`config.mk`:
```
export PLATFORM = sky130hd
export DESIGN_NAME = pwc_top
export DESIGN_NICKNAME = d
export VERILOG_FILES = /design/src/core/pwc_pkg.sv /design/src/core/pwc_top.sv /design/src/core/pwc_chan.sv
export SDC_FILE = /design/constraint.sdc
export NUM_CORES = 1
export LEC_CHECK = 0
export ABC_AREA = 1
export BUFFER_PORTS_ARGS = -buffer_cell sky130_fd_sc_hd__buf_2
export CAP_MARGIN = 20
export CORE_MARGIN = 8
export CORE_UTILIZATION = 40
export DETAILED_ROUTE_END_ITERATION = 10
export RECOVER_POWER = 100
export SETUP_SLACK_MARGIN = 0.02
export SYNTH_ARGS = -nofsm -noshare
export SYNTH_HDL_FRONTEND = slang
export SYNTH_HIERARCHICAL = 1
export SYNTH_SLANG_ARGS = --single-unit
```
`constraint.sdc`:
```
create_clock -name core_clk -period 2.7 [get_ports core_clk]
set_clock_uncertainty 0.05 [all_clocks]
set_input_delay 0.405 -clock core_clk [delete_from_list [all_inputs] [get_ports core_clk]]
set_output_delay 0.405 -clock core_clk [all_outputs]
set_load 0.05 [all_outputs]
```
`src/core/pwc_pkg.sv`:
```
package pwc_pkg;
  localparam int unsigned NUM_CH        = 4;
  localparam int unsigned DUTY_W        = 10;
  // Register word offsets (byte addresses), chosen
  localparam logic [11:0] OFF_PERIOD    = 12'h000;
  localparam logic [11:0] OFF_TCTRL     = 12'h004;
  localparam logic [11:0] OFF_TCOUNT    = 12'h008;
  localparam logic [11:0] OFF_FLAG      = 12'h00C;
  localparam logic [11:0] OFF_CH_BASE   = 12'h010;
  localparam logic [11:0] OFF_CH_STRIDE = 12'h010;
  localparam logic [3:0]  OFF_CTRL      = 4'h0;
  localparam logic [3:0]  OFF_DUTY_HI   = 4'h4;
  localparam logic [3:0]  OFF_DUTY_LO   = 4'h8;
  // Control register fields
  localparam int unsigned CTL_EN_BIT    = 7;
  localparam int unsigned CTL_OE_BIT    = 6;
  localparam int unsigned CTL_OUT_BIT   = 5;
  localparam int unsigned CTL_POL_BIT   = 4;
  localparam int unsigned TCTL_RUN_BIT  = 2;
  localparam logic [7:0]  CTL_RESET     = 8'h00;
  localparam logic [7:0]  CTL_WR_MASK   = 8'hD0;
  localparam logic [7:0]  DLO_MASK      = 8'hC0;
  localparam logic [7:0]  PERIOD_RESET  = 8'hFF;
  localparam logic [7:0]  TCTRL_RESET   = 8'h00;
  localparam logic [1:0]  PS_1          = 2'h0;
  localparam logic [1:0]  PS_4          = 2'h1;
  localparam logic [1:0]  PS_16         = 2'h2;

  typedef struct packed {
    logic [9:0] tbase;
    logic       period_match;
    logic       advance;
  } pwc_tb_t;

  typedef struct packed {
    logic       en;
    logic       oe;
    logic       pol;
    logic [7:0] duty_hi;
    logic [1:0] duty_lo;
  } pwc_cfg_t;
endpackage : pwc_pkg

```
`src/core/pwc_top.sv`:
```
// Operation
// - Channel generates pulses only while its enable bit is set.
// - Waveform reaches the pin only while pin output enable is set.
// - Read-only output value bit shows current level; writes ignored.
// - Polarity bit set makes the output active low.
// - Unimplemented control and duty low bits read as zero.
// - Duty high register gives the eight upper duty bits.
// - Duty low bits seven and six give the two lower duty bits.
// - Control bits clear at reset; duty registers not reset.
// - One period timer and period register shared by all channels.
// - Output sets when timer clears unless the new duty is zero, clears at duty match.
// - Duty values double-buffered, loaded at period match.
// - Duty at or above period never clears the output.
//
// The address map and the APB slave port were left to the implementer.
`timescale 1ns/1ps
`default_nettype none
module pwc_top #(
  parameter int unsigned NCH = pwc_pkg::NUM_CH
) (
  // Clock and reset
  input  wire logic              core_clk,
  input  wire logic              arst_n,
  // APB slave
  input  wire logic              psel,
  input  wire logic              penable,
  input  wire logic              pwrite,
  input  wire logic [11:0]       paddr,
  input  wire logic [31:0]       pwdata,
  output logic                   pready,
  output logic [31:0]            prdata,
  output logic                   pslverr,
  // Port latches and pins
  input  wire logic [NCH-1:0]    port_latch,
  output logic [NCH-1:0]         pwm_pin,
  output logic [NCH-1:0]         pwm_level
);
  logic [7:0]  period_r;
  logic [7:0]  tctrl_r;
  logic [7:0]  tcount_r;
  logic [7:0]  tcount_nxt;
  logic [1:0]  sub_r;
  logic [5:0]  pre_r;
  logic [5:0]  pre_nxt;
  logic        flag_r;
  logic        flag_nxt;
  logic [7:0]  ctl_r   [NCH];
  logic [7:0]  dhi_r   [NCH];
  logic [7:0]  dlo_r   [NCH];
  logic [31:0] rd_mux;
  logic        rd_hit;
  pwc_pkg::pwc_tb_t tb;

  wire acc   = psel && penable;
  wire wr    = acc && pwrite;
  wire run   = tctrl_r[pwc_pkg::TCTL_RUN_BIT];
  wire [1:0] ps = tctrl_r[1:0];
  wire [5:0] pre_max = (ps == pwc_pkg::PS_1)  ? 6'h00 :
                       (ps == pwc_pkg::PS_4)  ? 6'h03 :
                       (ps == pwc_pkg::PS_16) ? 6'h0F : 6'h3F;
  wire pre_tick   = run && (pre_r == pre_max);
  wire sub_wrap   = pre_tick && (sub_r == 2'h3);
  wire pmatch     = tcount_r == period_r;
  wire roll       = sub_wrap && pmatch;
  wire ch_space   = paddr >= pwc_pkg::OFF_CH_BASE;
  wire [11:0] ch_off = paddr - pwc_pkg::OFF_CH_BASE;
  wire [7:0]  ch_idx = ch_off[11:4];
  wire [3:0]  ch_reg = ch_off[3:0];
  wire ch_ok      = ch_space && (ch_idx < 8'(NCH));

  // Prescaler selects how often the sub-count advances
  assign pre_nxt = !run ? pre_r : (pre_tick ? 6'h00 : 6'(pre_r + 6'h01));
  assign tcount_nxt = !sub_wrap ? tcount_r :
                      (pmatch ? 8'h00 : 8'(tcount_r + 8'h01));
  // Rollover flag: hardware set wins over software clear
  assign flag_nxt = roll ? 1'b1 :
                    (wr && paddr == pwc_pkg::OFF_FLAG && pwdata[0]) ?
                    1'b0 : flag_r;

  always_ff @(posedge core_clk or negedge arst_n) begin
    if (!arst_n) begin
      pre_r    <= 6'h00;
      sub_r    <= 2'h0;
      tcount_r <= 8'h00;
      flag_r   <= 1'b0;
    end else begin
      pre_r    <= pre_nxt;
      if (pre_tick) sub_r <= 2'(sub_r + 2'h1);
      tcount_r <= (wr && paddr == pwc_pkg::OFF_TCOUNT) ?
                  pwdata[7:0] : tcount_nxt;
      flag_r   <= flag_nxt;
    end
  end

  always_ff @(posedge core_clk or negedge arst_n) begin
    if (!arst_n) begin
      period_r <= pwc_pkg::PERIOD_RESET;
      tctrl_r  <= pwc_pkg::TCTRL_RESET;
    end else if (wr) begin
      if (paddr == pwc_pkg::OFF_PERIOD) period_r <= pwdata[7:0];
      if (paddr == pwc_pkg::OFF_TCTRL)  tctrl_r  <= pwdata[7:0];
    end
  end

  // Shared time base for every channel; the next value is handed over
  // so that the registered wave changes as the time base reaches duty
  wire [1:0] sub_nxt = pre_tick ? 2'(sub_r + 2'h1) : sub_r;
  assign tb.tbase        = {tcount_nxt, sub_nxt};
  assign tb.period_match = roll;
  assign tb.advance      = pre_tick;

  generate
    for (genvar i = 0; i < NCH; i++) begin : g_ch
      pwc_pkg::pwc_cfg_t cfg;
      wire sel_i = wr && ch_ok && (ch_idx == 8'(i));

      always_ff @(posedge core_clk or negedge arst_n) begin
        if (!arst_n) ctl_r[i] <= pwc_pkg::CTL_RESET;
        else if (sel_i && ch_reg == pwc_pkg::OFF_CTRL)
          ctl_r[i] <= pwdata[7:0] & pwc_pkg::CTL_WR_MASK;
      end
      // Duty registers keep their value across reset
      always_ff @(posedge core_clk) begin
        if (sel_i && ch_reg == pwc_pkg::OFF_DUTY_HI)
          dhi_r[i] <= pwdata[7:0];
        if (sel_i && ch_reg == pwc_pkg::OFF_DUTY_LO)
          dlo_r[i] <= pwdata[7:0] & pwc_pkg::DLO_MASK;
      end

      assign cfg.en      = ctl_r[i][pwc_pkg::CTL_EN_BIT];
      assign cfg.oe      = ctl_r[i][pwc_pkg::CTL_OE_BIT];
      assign cfg.pol     = ctl_r[i][pwc_pkg::CTL_POL_BIT];
      assign cfg.duty_hi = dhi_r[i];
      assign cfg.duty_lo = dlo_r[i][7:6];

      pwc_chan u_chan (
        .core_clk   (core_clk),
        .arst_n     (arst_n),
        .tb         (tb),
        .period     (period_r),
        .cfg        (cfg),
        .port_latch (port_latch[i]),
        .level      (pwm_level[i]),
        .pin_out    (pwm_pin[i])
      );
    end
  endgenerate

  // Read decode
  always_comb begin
    rd_mux = 32'h0000_0000;
    rd_hit = 1'b1;
    if (paddr == pwc_pkg::OFF_PERIOD) rd_mux[7:0] = period_r;
    else if (paddr == pwc_pkg::OFF_TCTRL) rd_mux[7:0] = tctrl_r;
    else if (paddr == pwc_pkg::OFF_TCOUNT) rd_mux[7:0] = tcount_r;
    else if (paddr == pwc_pkg::OFF_FLAG) rd_mux[0] = flag_r;
    else if (ch_ok && ch_reg == pwc_pkg::OFF_CTRL) begin
      rd_mux[7:0] = ctl_r[ch_idx[1:0]];
      rd_mux[pwc_pkg::CTL_OUT_BIT] = pwm_level[ch_idx[1:0]];
    end
    else if (ch_ok && ch_reg == pwc_pkg::OFF_DUTY_HI)
      rd_mux[7:0] = dhi_r[ch_idx[1:0]];
    else if (ch_ok && ch_reg == pwc_pkg::OFF_DUTY_LO)
      rd_mux[7:0] = dlo_r[ch_idx[1:0]] & pwc_pkg::DLO_MASK;
    else rd_hit = 1'b0;
  end

  assign pready  = 1'b1;
  assign pslverr = acc && !rd_hit;

  always_ff @(posedge core_clk or negedge arst_n) begin
    if (!arst_n) prdata <= 32'h0000_0000;
    else if (psel && !penable && !pwrite) prdata <= rd_mux;
  end

  a_ctl_clear: assert property (@(posedge core_clk) disable iff (!arst_n)
    (ctl_r[0] & ~pwc_pkg::CTL_WR_MASK) == 8'h00)
    else $error("reserved control bits set");
  a_tb_wrap: assert property (@(posedge core_clk) disable iff (!arst_n)
    roll |=> tcount_r == 8'h00) else $error("timer not cleared");
  a_flag_set: assert property (@(posedge core_clk) disable iff (!arst_n)
    roll |=> flag_r) else $error("flag not set");
  a_sub_step: assert property (@(posedge core_clk) disable iff (!arst_n)
    pre_tick |=> sub_r == 2'($past(sub_r) + 2'h1))
    else $error("sub-count stuck");
  c_roll: cover property (@(posedge core_clk) disable iff (!arst_n) roll);
  c_read: cover property (@(posedge core_clk) disable iff (!arst_n)
    acc && !pwrite && rd_hit);
endmodule : pwc_top
`default_nettype wire

```
`src/core/pwc_chan.sv`:
```
`timescale 1ns/1ps
`default_nettype none
module pwc_chan (
  // Clock and reset
  input  wire logic          core_clk,
  input  wire logic          arst_n,
  // Shared time base and config
  input  wire pwc_pkg::pwc_tb_t tb,
  input  wire logic [7:0]    period,
  input  wire pwc_pkg::pwc_cfg_t cfg,
  input  wire logic          port_latch,
  // Outputs
  output logic               level,
  output logic               pin_out
);
  logic [9:0] duty_act_r;
  logic       wave_r;
  logic       wave_nxt;
  logic       loaded_r;
  wire  [9:0] duty_wr   = {cfg.duty_hi, cfg.duty_lo};
  wire        full_duty = duty_act_r[9:2] >= period;
  wire        hit       = tb.tbase == duty_act_r;
  wire  [9:0] duty_nxt  = tb.period_match ? duty_wr : duty_act_r;

  // Load buffer at period rollover; duty register contents are not reset
  always_ff @(posedge core_clk) begin
    if (tb.advance) duty_act_r <= duty_nxt;
  end

  always_comb begin
    wave_nxt = wave_r;
    if (!cfg.en) wave_nxt = 1'b0;
    else if (tb.advance) begin
      if (tb.period_match) wave_nxt = (duty_wr != 10'h000);
      else if (hit && !full_duty) wave_nxt = 1'b0;
    end
  end

  always_ff @(posedge core_clk or negedge arst_n) begin
    if (!arst_n) wave_r <= 1'b0;
    else wave_r <= wave_nxt;
  end

  // Buffer holds no defined value until its first load after reset
  always_ff @(posedge core_clk or negedge arst_n) begin
    if (!arst_n) loaded_r <= 1'b0;
    else if (tb.advance && tb.period_match) loaded_r <= 1'b1;
  end

  assign level   = wave_r ^ cfg.pol;
  assign pin_out = cfg.oe ? level : port_latch;

  a_disable_low: assert property (@(posedge core_clk) disable iff (!arst_n)
    !cfg.en |=> !wave_r) else $error("wave high while disabled");
  a_pol_map: assert property (@(posedge core_clk) disable iff (!arst_n)
    level == (wave_r != cfg.pol)) else $error("polarity wrong");
  a_pin_route: assert property (@(posedge core_clk) disable iff (!arst_n)
    pin_out == (cfg.oe ? level : port_latch)) else $error("pin mux");
  a_full_duty: assert property (@(posedge core_clk) disable iff (!arst_n)
    cfg.en && wave_r && full_duty && tb.advance && !tb.period_match
    |=> wave_r) else $error("full duty cleared");
  a_dbuf_load: assert property (@(posedge core_clk) disable iff (!arst_n)
    tb.advance && tb.period_match |=> duty_act_r == $past(duty_wr))
    else $error("buffer not loaded");
  a_dbuf_hold: assert property (@(posedge core_clk) disable iff (!arst_n)
    loaded_r && !(tb.advance && tb.period_match) |=> $stable(duty_act_r))
    else $error("buffer changed");
  c_pulse: cover property (@(posedge core_clk) disable iff (!arst_n)
    cfg.en ##1 wave_r ##[1:1000] !wave_r);
  c_pin_on: cover property (@(posedge core_clk) disable iff (!arst_n)
    cfg.oe && cfg.en && wave_r);
endmodule : pwc_chan
`default_nettype wire

```
* Word level (Yosys, flattened, before mapping)
Memories as Yosys holds them, arrays and structs flattened. Index checks and enable logic that the tools add are counted. Widths: inputs -> output; s select.
Cells by class: reduce and logical (&&, ||, !) cells 65, bitwise logic cells 5, multiplexer cells 84, add/subtract/negate cells 4, magnitude comparators 8, equal/unequal tests 25
Operators with widths (count):
- $mux 8 | 14
- $mux 1 | 53
- $eq 10x10->1 | 4
- $reduce_bool 10->1 | 4
- $logic_and 1x1->1 | 36
- $ge 8x8->1 | 4
- $eq 12x4->1 const B | 2
- $mux 6 | 4
- $reduce_or 8->1 | 3
- $mux 2 | 10
- $bmux 8 s2 | 1
- $eq 8x2->1 const B | 2
- $reduce_and 2->1 | 7
- $eq 12x3->1 const B | 1
- $ge 12x5->1 const B | 1
- $logic_not 12->1 | 1
- $ne 3x1->1 const B | 4
- $sub 12x5->12 const B | 1
- $add 8x1->8 const B | 1
- $eq 8x1->1 const B | 1
- $eq 8x8->1 | 1
- $logic_not 8->1 | 1
- $lt 8x3->1 const B | 1
- $ne 2x1->1 const B | 4
- 18 further kinds | 30
Storage, ports and cells: memories kept 2, output and inout port bits 42, register bits 97, RAM bits 40, logic and storage cells 212
Memory list:
- dhi_r | depth 4, width 8, read ports 5, clocked after memory_dff 0, write ports 1, RTL line pwc_top.sv:48 | logic [7:0] dhi_r [NCH];
- dlo_r | depth 4, width 2, read ports 5, clocked after memory_dff 0, write ports 1, RTL line pwc_top.sv:49 | logic [7:0] dlo_r [NCH];

* Longest topological paths before layout
depth in word-level cells 14, gate-level depth with buffers 19, mapped depth without buffers 19

* By module
Netlist, hierarchy kept.
Modules (own cells, without submodules):
- pwc_top | area each 4968.5 um^2, times used 1, sequential area each 2537.4 um^2, cells each 555
- pwc_chan | area each 844.6 um^2, times used 4, sequential area each 325.3 um^2, cells each 120

* Worst setup path after synthesis
OpenSTA, ideal clock, no wires.
path type input-to-output, from in paddr[4], to out pslverr, arrival 2534 ps, setup slack -289 ps, stages 10, cell sequence inv_1 -> buf_2 -> buf_2 -> ha_1 -> nand2_1 -> nand2_1 -> nand2_1 -> nand3_2 -> nor2_1 -> nor3_1
On the way: cells in the longest elaborated chain, start to end 13, elaborated cells between the ends (all ways) 20
Ends and longest elaborated chain:
- start: declaration | RTL line pwc_top.sv:28 | input wire logic [11:0] paddr,
- $sub 12x5->12 | RTL line pwc_top.sv:66 | wire [11:0] ch_off = paddr - pwc_pkg::OFF_CH_BASE;
- $lt 8x3->1 | RTL line pwc_top.sv:69 | wire ch_ok = ch_space && (ch_idx < 8'(NCH));
- $logic_and 1x1->1 | RTL line pwc_top.sv:69
- $logic_and 1x1->1 | RTL line pwc_top.sv:163 | else if (ch_ok && ch_reg == pwc_pkg::OFF_DUTY_LO)
- $mux 1 | RTL line pwc_top.sv:163
- $mux 1 | RTL line pwc_top.sv:161 | else if (ch_ok && ch_reg == pwc_pkg::OFF_DUTY_HI)
- $mux 1 | RTL line pwc_top.sv:157 | else if (ch_ok && ch_reg == pwc_pkg::OFF_CTRL) begin
- $mux 1 | RTL line pwc_top.sv:156 | else if (paddr == pwc_pkg::OFF_FLAG) rd_mux[0] = flag_r;
- $mux 1 | RTL line pwc_top.sv:155 | else if (paddr == pwc_pkg::OFF_TCOUNT) rd_mux[7:0] = tcount_r;
- $mux 1 | RTL line pwc_top.sv:154 | else if (paddr == pwc_pkg::OFF_TCTRL) rd_mux[7:0] = tctrl_r;
- $mux 1 * | RTL line pwc_top.sv:153 | if (paddr == pwc_pkg::OFF_PERIOD) rd_mux[7:0] = period_r;
- $logic_not 1->1 * | RTL line pwc_top.sv:169 | assign pslverr = acc && !rd_hit;
- $logic_and 1x1->1 * | RTL line pwc_top.sv:169
- end: declaration | RTL line pwc_top.sv:32 | output logic pslverr,
Every way passes the cells marked *; elsewhere a longest branch is shown, timed or not.

* Final worst setup path
from reg pre_r[2], to reg g_ch[1].u_chan.wave_r
On the way: cells in the longest elaborated chain, start to end 8, elaborated cells between the ends (all ways) 14
Ends and longest elaborated chain:
- start: declaration | RTL line pwc_top.sv:43 | logic [5:0] pre_r;
- start signal: assignment | RTL line pwc_top.sv:87 | pre_r <= pre_nxt;
- $eq 6x6->1 | RTL line pwc_top.sv:61 | wire pre_tick = run && (pre_r == pre_max);
- $logic_and 1x1->1 | RTL line pwc_top.sv:61
- $logic_and 1x1->1 | RTL line pwc_top.sv:62 | wire sub_wrap = pre_tick && (sub_r == 2'h3);
- $mux 8 | RTL line pwc_top.sv:73 | assign tcount_nxt = !sub_wrap ? tcount_r :
- named net tcount_nxt[0] | RTL line pwc_top.sv:41 | logic [7:0] tcount_nxt;
- $eq 10x10->1 | RTL line pwc_chan.sv:22 | wire hit = tb.tbase == duty_act_r;
- $logic_and 1x1->1 | RTL line pwc_chan.sv:35 | else if (hit && !full_duty) wave_nxt = 1'b0;
- $ne 3x1->1 (no source line)
- $reduce_and 2->1 (no source line)
- end signal: assignment | RTL line pwc_chan.sv:41 | else wave_r <= wave_nxt;
- end: declaration | RTL line pwc_chan.sv:17 | logic wave_r;
The timed path passes the listed nets, and every way through them passes these cells. The select of a mux whose other input is x is not followed. A chain may end at the register's enable or synchronous reset.

==> impl_metrics.ini <==
[yosys]
syn-cell-area_sq_um = 8347
synth_seq_area_share_pct = 45.99
avgSynthCellArea_sq_um = 8.064
yosys.cell_types.count = 46
ys_ff_latch = 137
synth_top_area_share_pct = 28.78
yosysTopAreaCell = edfxtp_1
synth_edf_count = 80
ys.flop_type = edfxtp_1
async_flop_share_pct = 41.61
synthTopCellsByCount = 274 x nand2_1, 149 x inv_1, 129 x nor2_1
synthTopCellsByArea = edfxtp_1 29%, dfrtp_1 15%, nand2_1 12%, inv_1 6.7%, ha_1 5.8%
ys_warn_count = 6
synthCells = 1035
synth.most_common_cell = nand2_1

[global_route]
grt_first_pass_wirelength_mm = 36.27
overflow = 0
antenna_found_initial = 0
grt_use_total_pct = 18.28
first_global_vias = 6640
grt_max_degree = 37

[clocking]
cts.clk_slew.worst_paths_ns = 0.06
cts_root_buf = clkbuf_16
clockBufferDepth = 2
cts_sinks = 137
insertion_delay_ns = 0.42
htree_levels = 4
cts_tree = done
cts_buffers = 17

[die]
fp.dieH_microns = 160.5
die-area_sq_um = 25750
fp.dieW_microns = 160.5
core.rowCount = 53
initial_core_util_pct = 40.21
io_pins = 95
core_area_sq_um = 20760

[route]
drt_wl_total_mm = 23.20
drc = 0
vias_per_cell = 4.825
wl_per_cell_microns = 16.34
drtPass1Iterations = 5
vias = 6852
antenna_left = 0
drt_iter0_drc = 537

[worst_setup_path]
critPathCaptureType = flop
regToRegStartpoint = pre_r[2]
arrival_ns = 2.75
crit_required_ns = 2.95
r2r_end = g_ch[1].u_chan/wave_r
cp_max_fo = 9
path_class = flop to flop
reg2reg_slack_ns = 0.20
startpoint = pre_r[2]
rr_worst_depth = 20
endpoint = g_ch[1].u_chan/wave_r
crit_path_start_kind = flop

[pwr]
peakVddDrop_mv = 0.4269
power_per_cell_area_nw_per_um2 = 519.5
leakagePower_nw = 4.305
p_total_mw = 5.021

[outcome]
failed_checks = max-capacitance violations, max-slew violations
run_status = finished, violations left

[sta]
final-hold-violation-count = 0
relSlewSlack_pct = -2.299
rsz0062_at_grt = true
period_needed_ns = 2.502
maxSlewViolCount = 23
period_share_pct = 92.66
tightest_slew_ns = 1.534
report.final.setup_viol = 0
fmax_ghz = 0.3997

[placed_design]
port_buffers = 45
place_congestion = 0.8863
place_hpwl_mm = 17.84

[worst_hold_path]
min_from = pwdata[0]
hold_class = primary input to flop

[cells_and_area]
n_antenna_cell = 0
areaGrowthSynthToFinish_pct = 15.78
drive_gt1_share_pct = 14.85
final_util_pct = 46.56
nets = 1224

[flow_run]
maxCapViolCount = 1
[per-stage QoR]
stage	cells	hold WS [ns]	TNS [ns]	setup WS [ns]	cell area, sq um
finish	1420	0.2821	0	0.1983	9664
global route	1420	0.2484	0	0.02838	9664
CTS	1419	0.1769	0	0.09875	9771
detailed placement	1386	0.4092	-0.008838	-0.007322	9117
global placement	1386	0.4021	0	0.05681	9117
floorplan	1058	0.05941	0	0.1263	8438
[cells by family after synthesis]
| family | after synthesis | share of synthesized area [%] |
|---|---|---|
| simple gates | 493 | 25.98 |
| other cells | 2 | 0.08998 |
| flops | 137 | 45.99 |
| fa+ha+maj | 39 | 5.846 |
| mux | 4 | 0.5396 |
| xor+xnor | 19 | 1.994 |
| compound gates | 126 | 8.470 |
| buf+inv | 215 | 11.09 |
[worst max-delay path, cell delays in order (launching register included)]
cell	delay, ns
dfrtp_1	0.39
nor2_1	0.15
nand2_1	0.08
o21ai_2	0.07
inv_2	0.05
nor3_4	0.14
nand2_4	0.10
nor2_8	0.13
buf_6	0.18
nand3_1	0.10
o21ai_2	0.10
buf_4	0.19
inv_1	0.05
nand2_1	0.06
nand2_1	0.05
nor2_1	0.14
nand2_1	0.07
nor2_1	0.08
nand3_1	0.07
nand2_1	0.06
a21oi_1	0.06
[final cells by class]
class / count / area [sq um]
multi-input cells: 706 / 3649
clock buffers: 17 / 425.4
clock inverters: 15 / 212.7
inverters: 174 / 655.6
fillers: 2050 / 11090
well taps: 275 / 344.1
repair buffers: 96 / 539.3
flip-flops and latches: 137 / 3839
[registers in the layout, indices dropped and copies added (netlist names)]
| register | cells |
|---|---|
| prdata | 8 |
| tctrl_r | 8 |
| flag_r | 1 |
| sub_r | 2 |
| tcount_r | 8 |
| g_ch.u_chan/wave_r | 4 |
| ctl_r | 12 |
| g_ch.u_chan/duty_act_r | 40 |
| period_r | 8 |
| dlo_r | 8 |
| pre_r | 6 |
| dhi_r | 32 |
[power by group]
group / internal, mW / switching (mW) / total [mW] / leakage [nW]
clock: 1.57 / 0.945 / 2.51 / 0.314
combinational: 0.0602 / 0.234 / 0.294 / 2.51
sequential: 2.21 / 0.00151 / 2.21 / 1.48
[what timing repair did]
action                                  CTS  global route
hold buffers                              1             0
endpoints found under the setup margin    4             4
hold endpoints to repair                 21             0
gates resized for setup                   2             8
buffers inserted                          0             1
[metal layers]
metal | up-vias | GRT usage [%] | share of wire (%)
met5 | - | 0 | 0
met4 | 0 | 5.523 | 1.8
met3 | 28 | 2.943 | 6.0
met2 | 222 | 30.74 | 47
met1 | 3167 | 23.74 | 45
li1 | 3435 | - | -
[cell usage in the layout (no fill, tap or decap), types with 3 or more instances in the layout]
master	n
a21oi_1	18
buf_2	18
buf_4	35
bufinv_16	4
clkbuf_1	36
clkbuf_16	17
clkbuf_2	3
clkinv_1	5
clkinv_4	4
conb_1	25
dfrtp_1	49
dfstp_2	8
edfxtp_1	80
ha_1	39
inv_1	151
inv_2	17
inv_6	6
mux2_2	4
nand2_1	275
nand2_2	13
nand3_1	28
nand3_2	3
nand4_1	8
nor2_1	130
nor2_2	10
nor2_4	5
nor3_1	8
nor3b_2	4
o21ai_0	71
o21ai_1	8
o21ai_2	4
o21ai_4	3
o22ai_1	13
xnor2_1	5
xor2_1	14
[how the worst min path moves through the flow]
stage | end | depth (start not counted)
detailed placement | tctrl_r[7] | 1
floorplan | ctl_r[12] | 0
global placement | tctrl_r[7] | 1
finish | dhi_r[1][0] | 1
CTS | dhi_r[1][0] | 1
global route | dhi_r[1][4] | 1
Power figures use the tool's default switching activity.
